`config.mk`:
```
export PLATFORM = sky130hd
export DESIGN_NAME = ckb_key_builder
export DESIGN_NICKNAME = d
export VERILOG_FILES = /design/src/logic/ckb_pkg.sv /design/src/logic/ckb_key_builder.sv /design/src/logic/ckb_tag_code.sv
export VERILOG_INCLUDE_DIRS = /design/src /design/src/logic
export SDC_FILE = /design/constraint.sdc
export NUM_CORES = 1
export LEC_CHECK = 0
export BUFFER_PORTS_ARGS = -buffer_cell sky130_fd_sc_hd__buf_2
export CAP_MARGIN = 10
export CORE_ASPECT_RATIO = 0.7
export CORE_MARGIN = 2
export CORE_UTILIZATION = 50
export DETAILED_ROUTE_END_ITERATION = 8
export PLACE_DENSITY = 0.77
export SLEW_MARGIN = 20
export SYNTH_ARGS = -nofsm -noshare
export SYNTH_HDL_FRONTEND = slang
export SYNTH_SLANG_ARGS = --single-unit
```
`constraint.sdc`:
```
create_clock -name i_clock -period 4.25 [get_ports i_clock]
set_input_delay 0.85 -clock i_clock [delete_from_list [all_inputs] [get_ports i_clock]]
set_output_delay 0.85 -clock i_clock [all_outputs]
set_load 0.05 [all_outputs]
```
`src/logic/ckb_map.svh`:
```
// Purpose: Offsets, field widths, codes and reset values of the key builder
// Assumes: Avalon-MM word addressing, byte offsets multiple of four
// Notes:   Definitions only
`ifndef CKB_MAP_SVH
`define CKB_MAP_SVH

`define CKB_ADDR_W          4
`define CKB_REG_CTRL        4'h0
`define CKB_REG_PORT        4'h1
`define CKB_REG_STATUS      4'h2
`define CKB_REG_COUNT       4'h3

`define CKB_RD_ERR_DATA     32'hdeadbeef

`define CKB_GIDX_W          12
`define CKB_PORT_W          6
`define CKB_LABEL_W         20
`define CKB_VID_W           12
`define CKB_PCP_W           3
`define CKB_TPC_W           3
`define CKB_TYPE_W          2
`define CKB_TTL_W           8
`define CKB_NIC_W           3

`define CKB_TTL_EXPIRE_MAX  8'h01

`define CKB_TYPE_TRIPLE_VLAN_KEY    2'h0
`define CKB_TYPE_DBL_LBL    2'h1
`define CKB_TYPE_RESERVED   2'h2
`define CKB_TYPE_TRI_IDX    2'h3

`define CKB_TPC_UNTAGGED    3'h0
`define CKB_TPC_C_TAG       3'h1
`define CKB_TPC_S_TAG       3'h4
`define CKB_TPC_CUSTOM1     3'h5
`define CKB_TPC_CUSTOM2     3'h6
`define CKB_TPC_CUSTOM3     3'h7

`define CKB_TPID_C          16'h8100
`define CKB_TPID_S          16'h88a8

`define CKB_DEF_ZERO        2'h0
`define CKB_DEF_LPORT       2'h1
`define CKB_DEF_MPORT       2'h2

`define CKB_NIC_NONE        3'h0
`define CKB_NIC_REPLACE     3'h1
`define CKB_NIC_ADD         3'h2

// Control register fields
`define CKB_CTRL_DEFSEL_LSB 0
`define CKB_CTRL_USECL0_BIT 2
`define CKB_CTRL_USECL1_BIT 3
`define CKB_CTRL_CUST1_LSB  16

// Port register fields
`define CKB_PORT_LPORT_LSB  0
`define CKB_PORT_CUST3_LSB  8
`define CKB_PORT_CUST2_LSB  16

// Bus response codes
`define CKB_RSP_OK          2'h0
`define CKB_RSP_SLVERR      2'h2

`define CKB_CTRL_RST        32'h0000_0000
`define CKB_PORT_RST        32'h0000_0000

`define CKB_KEY1_W          (`CKB_LABEL_W + 1 + 1 + `CKB_GIDX_W + 1)
`define CKB_KEY2_W          64

`endif

```
`src/logic/ckb_pkg.sv`:
```
// Purpose: Types for the key builder
// Assumes: Constants live in ckb_map.svh
// Notes:   Nothing here is imported
`include "ckb_map.svh"
package ckb_pkg;
  typedef enum logic [1:0] {
    CKB_KIND_TRIPLE_VLAN_KEY = `CKB_TYPE_TRIPLE_VLAN_KEY,
    CKB_KIND_DBL_LBL = `CKB_TYPE_DBL_LBL,
    CKB_KIND_TRI_IDX = `CKB_TYPE_TRI_IDX,
    CKB_KIND_SINGLE  = `CKB_TYPE_RESERVED
  } ckb_kind_t;

  typedef enum logic [1:0] {
    CKB_ST_IDLE = 2'h0,
    CKB_ST_BUSY = 2'h1
  } ckb_bus_st_t;
endpackage

```
`src/logic/ckb_key_builder.sv`:
```
// Purpose: Build single- and double-width keys for the match stage
// Assumes: Frame fields valid while i_req is high; one key per request
// Notes:   Registers over Avalon-MM; keys registered, one cycle latency
`timescale 1ns/1ps
`default_nettype none
`include "ckb_map.svh"
module ckb_key_builder
#(
  parameter int GIDX_W = `CKB_GIDX_W,
  parameter int PORT_W = `CKB_PORT_W
)
(
  input  wire logic                     i_clock,
  input  wire logic                     i_srst,
  // Avalon-MM slave
  input  wire logic [`CKB_ADDR_W-1:0]   i_address,
  input  wire logic                     i_read,
  input  wire logic                     i_write,
  input  wire logic [31:0]              i_writedata,
  input  wire logic [3:0]               i_byteenable,
  output logic      [31:0]              o_readdata,
  output logic                          o_waitrequest,
  output logic      [1:0]               o_response,
  // Key request
  input  wire logic                     i_req,
  input  wire logic [1:0]               i_kind,
  input  wire logic                     i_first,
  input  wire logic                     i_prev_valid,
  input  wire logic [`CKB_NIC_W-1:0]    i_next_index_control,
  input  wire logic [GIDX_W-1:0]        i_next_index_value,
  input  wire logic [GIDX_W-1:0]        i_prev_bind_index,
  input  wire logic [PORT_W-1:0]        i_masq_port,
  input  wire logic [`CKB_LABEL_W-1:0]  i_top_label_value,
  input  wire logic                     i_top_bottom_of_stack_bit,
  input  wire logic [`CKB_TTL_W-1:0]    i_ttl0,
  input  wire logic [`CKB_LABEL_W-1:0]  i_lbl1,
  input  wire logic                     i_sbit1,
  input  wire logic [`CKB_TTL_W-1:0]    i_ttl1,
  input  wire logic                     i_tag0_present,
  input  wire logic [15:0]              i_tag0_tpid,
  input  wire logic [`CKB_PCP_W-1:0]    i_tag0_pcp,
  input  wire logic                     i_tag0_dei,
  input  wire logic [`CKB_VID_W-1:0]    i_tag0_vid,
  input  wire logic                     i_tag1_present,
  input  wire logic [15:0]              i_tag1_tpid,
  input  wire logic [`CKB_PCP_W-1:0]    i_cl_pcp,
  input  wire logic                     i_cl_dei,
  input  wire logic [`CKB_VID_W-1:0]    i_cl_vid,
  // Key outputs
  output logic                          o_key_valid,
  output logic                          o_key_wide,
  output logic      [`CKB_KEY2_W-1:0]   o_key
);
  localparam int K1W = `CKB_KEY1_W;

  logic [31:0]          ctrl_ff;
  logic [31:0]          port_ff;
  logic [15:0]          count_ff;
  logic [1:0]           last_kind_ff;
  ckb_pkg::ckb_bus_st_t bus_st_ff;
  ckb_pkg::ckb_bus_st_t nxt_bus_st;
  logic                 bus_ack;
  logic [2:0]           tpc0;
  logic [2:0]           tpc1;
  logic [GIDX_W-1:0]    gidx;
  logic [GIDX_W-1:0]    gidx_def;
  logic [PORT_W-1:0]    lport;
  logic                 use_cl;
  logic [2:0]           outer_priority;
  logic                 outer_drop_eligible;
  logic [11:0]          outer_vlan_id;
  logic                 exp0;
  logic                 exp1;
  logic [`CKB_KEY2_W-1:0] nxt_key;
  logic                 nxt_wide;
  logic                 req_ok;
  logic [15:0]          cust1;
  logic [15:0]          cust2;
  logic [15:0]          cust3;

  assign lport = port_ff[`CKB_PORT_LPORT_LSB +: PORT_W];

  // Custom identifiers; a zero custom-3 byte disables that match
  always_comb
  begin
    cust1 = ctrl_ff[`CKB_CTRL_CUST1_LSB +: 16];
    cust2 = port_ff[`CKB_PORT_CUST2_LSB +: 16];
    if (port_ff[`CKB_PORT_CUST3_LSB +: 8] == 8'h00)
      cust3 = `CKB_TPID_C;
    else
      cust3 = {port_ff[`CKB_PORT_CUST3_LSB +: 8], 8'h00};
  end

  ckb_tag_code u_outer_code
  (
    .i_present (i_tag0_present),
    .i_tpid    (i_tag0_tpid),
    .i_custom1 (cust1),
    .i_custom2 (cust2),
    .i_custom3 (cust3),
    .o_code    (tpc0)
  );

  ckb_tag_code u_inner_code
  (
    .i_present (i_tag1_present),
    .i_tpid    (i_tag1_tpid),
    .i_custom1 (cust1),
    .i_custom2 (cust2),
    .i_custom3 (cust3),
    .o_code    (tpc1)
  );

  // Default bind index
  always_comb
  begin
    case (ctrl_ff[`CKB_CTRL_DEFSEL_LSB +: 2])
      `CKB_DEF_LPORT: gidx_def = GIDX_W'(lport);
      `CKB_DEF_MPORT: gidx_def = GIDX_W'(i_masq_port);
      default:        gidx_def = '0;
    endcase
  end

  // Bind index from previous action
  always_comb
  begin
    if (!i_prev_valid)
      gidx = gidx_def;
    else
    begin
      case (i_next_index_control)
        `CKB_NIC_NONE:    gidx = i_prev_bind_index;
        `CKB_NIC_REPLACE: gidx = i_next_index_value;
        `CKB_NIC_ADD:     gidx = GIDX_W'(i_prev_bind_index
                                 + i_next_index_value);
        default:          gidx = i_prev_bind_index;
      endcase
    end
  end

  assign use_cl = i_first ? ctrl_ff[`CKB_CTRL_USECL0_BIT]
                          : ctrl_ff[`CKB_CTRL_USECL1_BIT];

  // Outer tag fields: frame or classified, per lookup
  always_comb
  begin
    if (use_cl)
    begin
      outer_priority = i_cl_pcp;
      outer_drop_eligible = i_cl_dei;
      outer_vlan_id = i_cl_vid;
    end
    else
    begin
      outer_priority = i_tag0_pcp;
      outer_drop_eligible = i_tag0_dei;
      outer_vlan_id = i_tag0_vid;
    end
    if (!i_tag0_present)
      outer_vlan_id = '0;
  end

  assign exp0 = i_ttl0 <= `CKB_TTL_EXPIRE_MAX;
  assign exp1 = i_ttl1 <= `CKB_TTL_EXPIRE_MAX;
  assign req_ok = i_req;

  // Key assembly, first listed field at the top, type at bit 0
  always_comb
  begin
    nxt_key  = '0;
    nxt_wide = 1'b1;
    case (i_kind)
      `CKB_TYPE_TRIPLE_VLAN_KEY:
        nxt_key = `CKB_KEY2_W'({i_first, lport,
                  tpc0, outer_priority, outer_drop_eligible, outer_vlan_id, tpc1,
                  `CKB_TYPE_TRIPLE_VLAN_KEY});
      `CKB_TYPE_DBL_LBL:
        nxt_key = `CKB_KEY2_W'({i_first, gidx, i_top_label_value, i_top_bottom_of_stack_bit, exp0,
                  i_lbl1, i_sbit1, exp1,
                  `CKB_TYPE_DBL_LBL});
      `CKB_TYPE_TRI_IDX:
        nxt_key = `CKB_KEY2_W'({i_first, gidx, tpc0,
                  outer_vlan_id, tpc1,
                  `CKB_TYPE_TRI_IDX});
      default:
      begin
        // Single-width key: no type field; reserved code never emitted
        nxt_wide = 1'b0;
        nxt_key  = `CKB_KEY2_W'({i_first, gidx,
                   i_top_label_value, i_top_bottom_of_stack_bit,
                   exp0});
      end
    endcase
  end

  // Key output stage
  always_ff @(posedge i_clock)
  begin
    if (i_srst)
    begin
      o_key_valid <= 1'b0;
      o_key_wide  <= 1'b0;
      o_key       <= '0;
    end
    else
    begin
      o_key_valid <= req_ok;
      if (req_ok)
      begin
        o_key_wide <= nxt_wide;
        o_key      <= nxt_key;
      end
    end
  end

  // Statistics
  always_ff @(posedge i_clock)
  begin
    if (i_srst)
    begin
      count_ff     <= 16'h0000;
      last_kind_ff <= 2'h0;
    end
    else if (req_ok)
    begin
      count_ff     <= count_ff + 16'h0001;
      last_kind_ff <= i_kind;
    end
  end

  // Bus: one wait cycle, answer on second cycle
  always_comb
  begin
    case (bus_st_ff)
      ckb_pkg::CKB_ST_IDLE:
        nxt_bus_st = (i_read || i_write) ? ckb_pkg::CKB_ST_BUSY
                                         : ckb_pkg::CKB_ST_IDLE;
      ckb_pkg::CKB_ST_BUSY:
        nxt_bus_st = ckb_pkg::CKB_ST_IDLE;
      default:
        nxt_bus_st = ckb_pkg::CKB_ST_IDLE;
    endcase
  end

  // Waitrequest idles high, drops only in the answer cycle
  always_ff @(posedge i_clock)
  begin
    if (i_srst)
    begin
      bus_st_ff     <= ckb_pkg::CKB_ST_IDLE;
      o_waitrequest <= 1'b1;
    end
    else
    begin
      bus_st_ff     <= nxt_bus_st;
      o_waitrequest <= nxt_bus_st != ckb_pkg::CKB_ST_BUSY;
    end
  end

  assign bus_ack = bus_st_ff == ckb_pkg::CKB_ST_BUSY;

  // Configuration writes
  always_ff @(posedge i_clock)
  begin
    if (i_srst)
    begin
      ctrl_ff <= `CKB_CTRL_RST;
      port_ff <= `CKB_PORT_RST;
    end
    else if (i_write && bus_ack)
    begin
      for (int b = 0; b < 4; b++)
      begin
        if (i_byteenable[b] && i_address == `CKB_REG_CTRL)
          ctrl_ff[b*8 +: 8] <= i_writedata[b*8 +: 8];
        if (i_byteenable[b] && i_address == `CKB_REG_PORT)
          port_ff[b*8 +: 8] <= i_writedata[b*8 +: 8];
      end
    end
  end

  // Read data
  always_ff @(posedge i_clock)
  begin
    if (i_srst)
    begin
      o_readdata <= 32'h0000_0000;
      o_response <= `CKB_RSP_OK;
    end
    else if (i_read && !bus_ack)
    begin
      o_response <= `CKB_RSP_OK;
      case (i_address)
        `CKB_REG_CTRL:   o_readdata <= ctrl_ff;
        `CKB_REG_PORT:   o_readdata <= port_ff;
        `CKB_REG_STATUS: o_readdata <= {29'h0, o_key_wide, last_kind_ff};
        `CKB_REG_COUNT:  o_readdata <= {16'h0000, count_ff};
        default:
        begin
          o_readdata <= 32'h0000_0000;
          o_response <= `CKB_RSP_SLVERR;
        end
      endcase
    end
  end
endmodule // ckb_key_builder
`default_nettype wire

```
`src/logic/ckb_tag_code.sv`:
```
// Purpose: Map a tag's protocol identifier to the three-bit tag code
// Assumes: Custom identifiers come from configuration
// Notes:   Used once for the outer and once for the inner tag
`timescale 1ns/1ps
`default_nettype none
`include "ckb_map.svh"
module ckb_tag_code
(
  input  wire logic        i_present,
  input  wire logic [15:0] i_tpid,
  input  wire logic [15:0] i_custom1,
  input  wire logic [15:0] i_custom2,
  input  wire logic [15:0] i_custom3,
  output logic       [2:0] o_code
);
  always_comb
  begin
    if (!i_present)
      o_code = `CKB_TPC_UNTAGGED;
    else if (i_tpid == `CKB_TPID_C)
      o_code = `CKB_TPC_C_TAG;
    else if (i_tpid == `CKB_TPID_S)
      o_code = `CKB_TPC_S_TAG;
    else if (i_tpid == i_custom1)
      o_code = `CKB_TPC_CUSTOM1;
    else if (i_tpid == i_custom2)
      o_code = `CKB_TPC_CUSTOM2;
    else if (i_tpid == i_custom3)
      o_code = `CKB_TPC_CUSTOM3;
    else
      o_code = `CKB_TPC_UNTAGGED;
  end
endmodule // ckb_tag_code
`default_nettype wire

```
==> reports/qor.csv, run 1 <==
stage,metric,value,unit
run_status,outcome,completed,
routing,drc,0,
worst_setup_path,cp_max_fo,4,
clock_tree,cts_root_buffer,clkbuf_16,
worst_setup_path,worstSetupStartpointType,input pin,
logic_synthesis,syn_area_per_cell,8.33,um2
routing,avgViaCountPerCell,5.87,
place,io_buffers,298,
routing,antenna_left,0,
power_and_ir_drop,p_leak,0.00521,uW
sta,rsz0062_at_grt,false,
sta,fin_skew,0.0116,ns
sta,worst_slew_pin_slew,0.997,ns
routing,met2_length,15400,um
place,place.gp.congestion,1.00,
logic_synthesis,synth_area,10100,um2
logic_synthesis,postSynthCellCount,1210,
sta,maxSlewViolCount,0,
routing,drtPass1Iterations,7,
routing,avgRoutedWirePerCell,20.4,um
layout,nNetsFinal,1691,
global_routing,grt_pass1_wl,53200,um
sta,holdWs,0.471,ns
global_routing,grt-ovfl-total,0,
worst_setup_path,critical_path_class,input pin to flip-flop,
routing,met3_length,3370,um
sta,setup_viol,0,
layout,layout_commonest_cell,buf_2,
place,post-place-ws,0.773,ns
clock_tree,post_cts_resized,0,
min_path,hp-class,flip-flop to flip-flop,
clock_tree,cts_tree,built,
layout,utilization,62.4,%
global_routing,grt_max_degree,117,
global_routing,grt_use_total,32.4,%
layout,n_fill_cell,1822,
clock_tree,cts_setup_buffers,0,
job,drv_cap,0,
global_routing,antenna_found_initial,2,
logic_synthesis,ys_seq_area_share,35.4,%
routing,drt_iter0_drc,976,
power_and_ir_drop,cellPowerDensity,321,nW/um2
logic_synthesis,synth_warnings,0,
clock_tree,cts-hold-fix-buffers,0,
routing,vias,10300,
sta,fin_ws,1.16,ns
clock_tree,cts_num_sinks,178,
die,num_rows,43,
logic_synthesis,synth_cell_types,75,
die,die_w,174,um
routing,routed_wl,35800,um
clock_tree,cts.clk_slew.worst_paths,0.08,ns
logic_synthesis,synth-seq-cells,178,
worst_setup_path,cp-end-kind,flip-flop,
global_routing,grt_pass1_vias,9307,
clock_tree,htree_levels,4,
routing,wirelength_met1,16300,um
sta,maxSlewHeadroom,33.1,%
layout,areaGrowthSynthToFinish,22.6,%
logic_synthesis,synthArstFlopShare,0,%
layout,layout_common_cells,"buf_2, nor2_1, dfxtp_1, mux2i_1, a21oi_1",
sta,finalHoldViolations,0,
clock_tree,clk_path_buf_depth,2,
die,start_util,50.9,%
sta,max_freq,324,MHz
clock_tree,clk_latency,0.44,ns
routing,highest_layer,met4,
die,die_h,123,um
die,core,19800,um2
worst_setup_path,critPathArrivalTime,3.42,ns
power_and_ir_drop,vdd_ir_drop_max,252,uV
sta,fin_crit,3.09,ns
logic_synthesis,ys.flop_type,dfxtp_1,
place,dpl.hpwl,27700,um
sta,tns,0,ns
die,io_pins,307,
clock_tree,numCtsBuffers,17,
layout,drive_gt1_share,25.3,%
sta,period_share,72.6,%
logic_synthesis,synth_edf_count,0,
worst_setup_path,cp_data_required_time,4.59,ns
die,die_area,21300,um2
-- state kept, by name, indices dropped and copies added, names as in the netlist --
register / count
o_waitrequest: 1
o_key: 59
bus_st_ff: 1
last_kind_ff: 2
port_ff: 32
ctrl_ff: 32
o_key_valid: 1
o_response: 1
count_ff: 16
o_readdata: 32
o_key_wide: 1
-- layer usage --
metal  vias up  track usage [%]
li1       4872                -
met3        49             7.62
met5         -                0
met1      4877             46.3
met2       494             48.8
met4         0             9.66
-- critical path, cell delays in order --
cell	delay, ns
buf_2	0.10
ha_1	0.23
fa_1	0.41
a21o_1	0.22
a2111o_1	0.40
o21ai_0	0.08
o21ai_0	0.34
mux4_2	0.57
a22o_1	0.21
-- path summary, 6_finish.rpt --
kind | from | endpoint | slack [ns] | cells past startpoint
hold / removal | o_key[56]$_SDFFE_PP0P_ | o_key[56]$_SDFFE_PP0P_ | 0.47 | 2
setup / recovery | i_next_index_value[0] | o_key[26]$_SDFFE_PP0P_ | 1.16 | 9
setup reg to reg | port_ff[9]$_SDFFE_PP0P_ | o_key[22]$_SDFFE_PP0P_ | 1.48 | 6
hold reg to reg | o_key[56]$_SDFFE_PP0P_ | o_key[56]$_SDFFE_PP0P_ | 0.47 | 2
-- kinds of logic after synthesis --
| family | synth area share (%) |
|---|---|
| AO/OA/AOI/OAI | 18.6 |
| XOR/XNOR | 7.74 |
| adder cells (fa/ha/maj) | 1.94 |
| buffers and inverters | 3.76 |
| flip-flops | 35.4 |
| multiplexers | 11.7 |
| other | 0.0372 |
| AND/OR/NAND/NOR | 20.8 |
-- through the flow --
step                      power [uW]  std cells  instance area (um2)
after global routing            4100       1754                12300
after floorplan                 2190       1215                10100
after detailed placement        2460       1721                11800
after global placement          2450       1721                11800
after CTS                       3970       1752                12300
final                           3960       1754                12300
-- cells in the mapped netlist, types with 3 or more instances --
cell type | n | area share (%)
xor2_1 | 48 | 4.2
or3_1 | 8 | 0.50
or2_2 | 4 | 0.25
o211ai_1 | 8 | 0.60
nor3b_1 | 3 | 0.22
a32o_1 | 3 | 0.30
nand3_1 | 20 | 0.99
and3_1 | 7 | 0.43
mux2_2 | 13 | 1.5
a32oi_1 | 4 | 0.35
nand4_1 | 18 | 1.1
buf_4 | 6 | 0.45
a22o_1 | 8 | 0.70
a311oi_1 | 5 | 0.43
buf_1 | 7 | 0.26
nand2b_1 | 15 | 0.93
a22oi_1 | 61 | 4.5
clkbuf_1 | 67 | 2.5
nor3_1 | 33 | 1.6
dfxtp_1 | 178 | 35
or4_1 | 8 | 0.60
mux2i_1 | 99 | 9.8
a21oi_1 | 72 | 3.6
xnor2_1 | 41 | 3.6
nand2_1 | 61 | 2.3
a211oi_1 | 8 | 0.60
o22ai_1 | 6 | 0.37
nor2_1 | 204 | 7.6
nand3b_1 | 4 | 0.30
o21ai_0 | 48 | 2.4
a221oi_1 | 3 | 0.26
ha_1 | 14 | 1.7
inv_1 | 15 | 0.56
o41ai_1 | 3 | 0.26
nor2b_1 | 27 | 1.7
o21a_1 | 3 | 0.22
nor4_1 | 16 | 0.99
o2111ai_1 | 3 | 0.26
and2_1 | 4 | 0.25
o211a_1 | 11 | 1.1
-- final cells by class --
class | count | area, um2 | share of cell area [%]
Antenna cell | 2 | 5.00 | 0.0405
Clock buffer | 17 | 425 | 3.45
Clock inverter | 14 | 143 | 1.16
Inverter | 15 | 56.3 | 0.456
Multi-Input combinational cell | 942 | 6180 | 50.0
Sequential cell | 178 | 3560 | 28.9
Tap cell | 270 | 338 | 2.74
Timing Repair Buffer | 316 | 1640 | 13.3
-- where the power goes --
part           internal, uW  switching (uW)  total [uW]  leakage [uW]
combinational           241             465         706       0.00349
sequential             1700            25.2        1730       0.00144
clock                   778             748        1530      0.000274
(Power assumes the default switching activity.)
==> run 2, diff against run 1 <==
CORE_UTILIZATION = 47   (was 50)
PLACE_DENSITY = 0.76   (was 0.77)
clock period = 2.8 ns   (was 4.25 ns; I/O delays follow)
==> run 2 against run 1 <==
Compared with the run above: setup slack worse by 1.0 ns; sequential cell count stayed put; largest cell class unchanged; die area is 6.2% higher; non-clock buffer count rose by 43; largest power group unchanged; highest routed layer unchanged; clock skew increased by 0.011 ns; final cell count rose by 2.7%; register-to-register slack worse by 1.4 ns; clock power increased by 58%.
==> reports/qor.csv, run 2 (synthesized netlist as in run 1, its figures left out) <==
stage,metric,value,unit,change
routing,avgViaCountPerCell,5.80,,-1.2%
place,post-place-ws,-0.246,ns,-1.02 ns
min_path,hp-start,i_writedata[0],,
layout,largest_reg_flops,59,,unchanged
routing,avgRoutedWirePerCell,20.1,um,-1.4%
routing,routed_wl,36300,um,+1.3%
layout,antennaDiodeCount,0,,-2
clock_tree,htree_levels,4,,unchanged
run_status,outcome,completed,,
clock_tree,cts-hold-fix-buffers,0,,unchanged
worst_setup_path,cp_max_fo,4,,unchanged
sta,finalHoldViolations,0,,unchanged
layout,regMostFlops,o_key,,
job,drv_cap,0,,unchanged
clock_tree,cts_num_sinks,178,,unchanged
sta,tns,0,ns,unchanged
global_routing,grt_max_degree,118,,+0.85%
die,start_util,48.3,%,-2.6 points
sta,rsz0062_at_grt,false,,
worst_setup_path,cp_data_required_time,3.13,ns,-1.46 ns
die,die_area,22600,um2,+6.2%
die,num_rows,44,,+2.3%
power_and_ir_drop,vdd_ir_drop_max,342,uV,+36%
global_routing,grt_use_total,31.3,%,-1.1 points
sta,period_share,95.6,%,
global_routing,grt_pass1_wl,53900,um,+1.4%
routing,drc,0,,unchanged
sta,worst_slew_pin_slew,0.745,ns,-0.252 ns
layout,stdcell_count,1802,,+2.7%
clock_tree,clk_latency,0.44,ns,about the same
power_and_ir_drop,cellPowerDensity,484,nW/um2,+51%
sta,setup_viol,0,,unchanged
sta,fin_crit,2.68,ns,
worst_setup_path,cp-startpoint,i_next_index_value[0],,
global_routing,antenna_found_initial,0,,-2
place,placed_cells,1770,,+2.8%
sta,maxSlewHeadroom,50.4,%,+17 points
worst_setup_path,r2r-start,port_ff[10]$_SDFFE_PP0P_,,
sta,max_freq,373,MHz,
routing,drtPass1Iterations,5,,-2
routing,drt_iter0_drc,937,,-4.0%
worst_setup_path,critPathArrivalTime,3.00,ns,-0.42 ns
clock_tree,cts_tree,built,,
global_routing,grt-ovfl-total,0,,unchanged
clock_tree,clk_path_buf_depth,2,,unchanged
min_path,hp-class,input pin to flip-flop,,
worst_setup_path,r2r-end,o_key[22]$_SDFFE_PP0P_,,
clock_tree,cts.clk_slew.worst_paths,0.07,ns,about the same
power_and_ir_drop,p_leak,0.00544,uW,+4.5%
clock_tree,cts_setup_buffers,0,,unchanged
worst_setup_path,worstSetupStartpointType,input pin,,
routing,antenna_left,0,,unchanged
place,io_buffers,298,,unchanged
place,dpl.hpwl,28500,um,+3.1%
sta,fin_ws,0.123,ns,-1.04 ns
layout,nNetsFinal,1734,,+2.5%
worst_setup_path,cp-end-kind,flip-flop,,
layout,layout_commonest_cell,buf_2,,
worst_setup_path,critical_path_class,input pin to flip-flop,,
die,io_pins,307,,unchanged
layout,utilization,61.0,%,-1.4 points
layout,areaGrowthSynthToFinish,26.2,%,
clock_tree,numCtsBuffers,17,,unchanged
die,die_h,127,um,+3.0%
place,place.gp.congestion,1.00,,-0.17%
layout,layout_common_cells,"buf_2, nor2_1, dfxtp_1, mux2i_1, a21oi_1",,
die,core,20900,um2,+5.4%
layout,drive_gt1_share,27.6,%,+2.3 points
sta,maxSlewViolCount,0,,unchanged
sta,fin_skew,0.0228,ns,+0.0112 ns
worst_setup_path,crit_end,o_key[26]$_SDFFE_PP0P_,,
worst_setup_path,reg2reg_depth,6,,unchanged
worst_setup_path,r2r_setup_slack,0.12,ns,-1.36 ns
clock_tree,cts_root_buffer,clkbuf_16,,
global_routing,grt_pass1_vias,9715,,+4.4%
die,die_w,179,um,+3.1%
clock_tree,post_cts_resized,0,,unchanged
routing,vias,10400,,+1.5%
[run 2: worst min path at each step]
stage	end	depth (start not counted)
final	port_ff[0]$_SDFFE_PP0P_	3
after global routing	o_key[53]$_SDFFE_PP0P_	2
after CTS	o_key[44]$_SDFFE_PP0P_	3
after detailed placement	o_key[56]$_SDFFE_PP0P_	2
after global placement	o_key[57]$_SDFFE_PP0P_	2
after floorplan	last_kind_ff[1]$_SDFFE_PP0P_	2
[run 2: metal layers]
| metal | track usage, % | routed length (um) |
|---|---|---|
| met1 | 43.6 | 15700 |
| met2 | 49.1 | 16200 |
| met3 | 7.79 | 3970 |
| met4 | 6.41 | 439 |
| met5 | 0 | 0 |
[run 2: where the power goes]
group	switching, uW	internal, uW
clock	1210	1210
combinational	711	405
sequential	38.3	2580
[run 2: critical path, stage by stage]
cell and delay (ns):
buf_2 0.11, ha_1 0.23, fa_1 0.41, a21o_1 0.21, a2111o_1 0.41, o21ai_0 0.09
o21ai_0 0.25, mux4_2 0.52, a22o_1 0.21
[run 2: layout make-up]
type,count,area (um2)
clock inverter,15,183
tap,276,345
inverter,15,56.3
timing repair buffer,359,1960
sequential,178,3560
clock buffer,17,425
multi-input combinational,942,6180
fill,1857,8150
[run 2: stage by stage]
step                      total power, uW  cell area, um2  hold WS (ns)
after detailed placement             3780           12100         0.461
after global routing                 6380           12700         0.364
after floorplan                      3330           10100         0.448
after CTS                            6170           12700         0.365
after global placement               3770           12100         0.451
final                                6160           12700         0.370
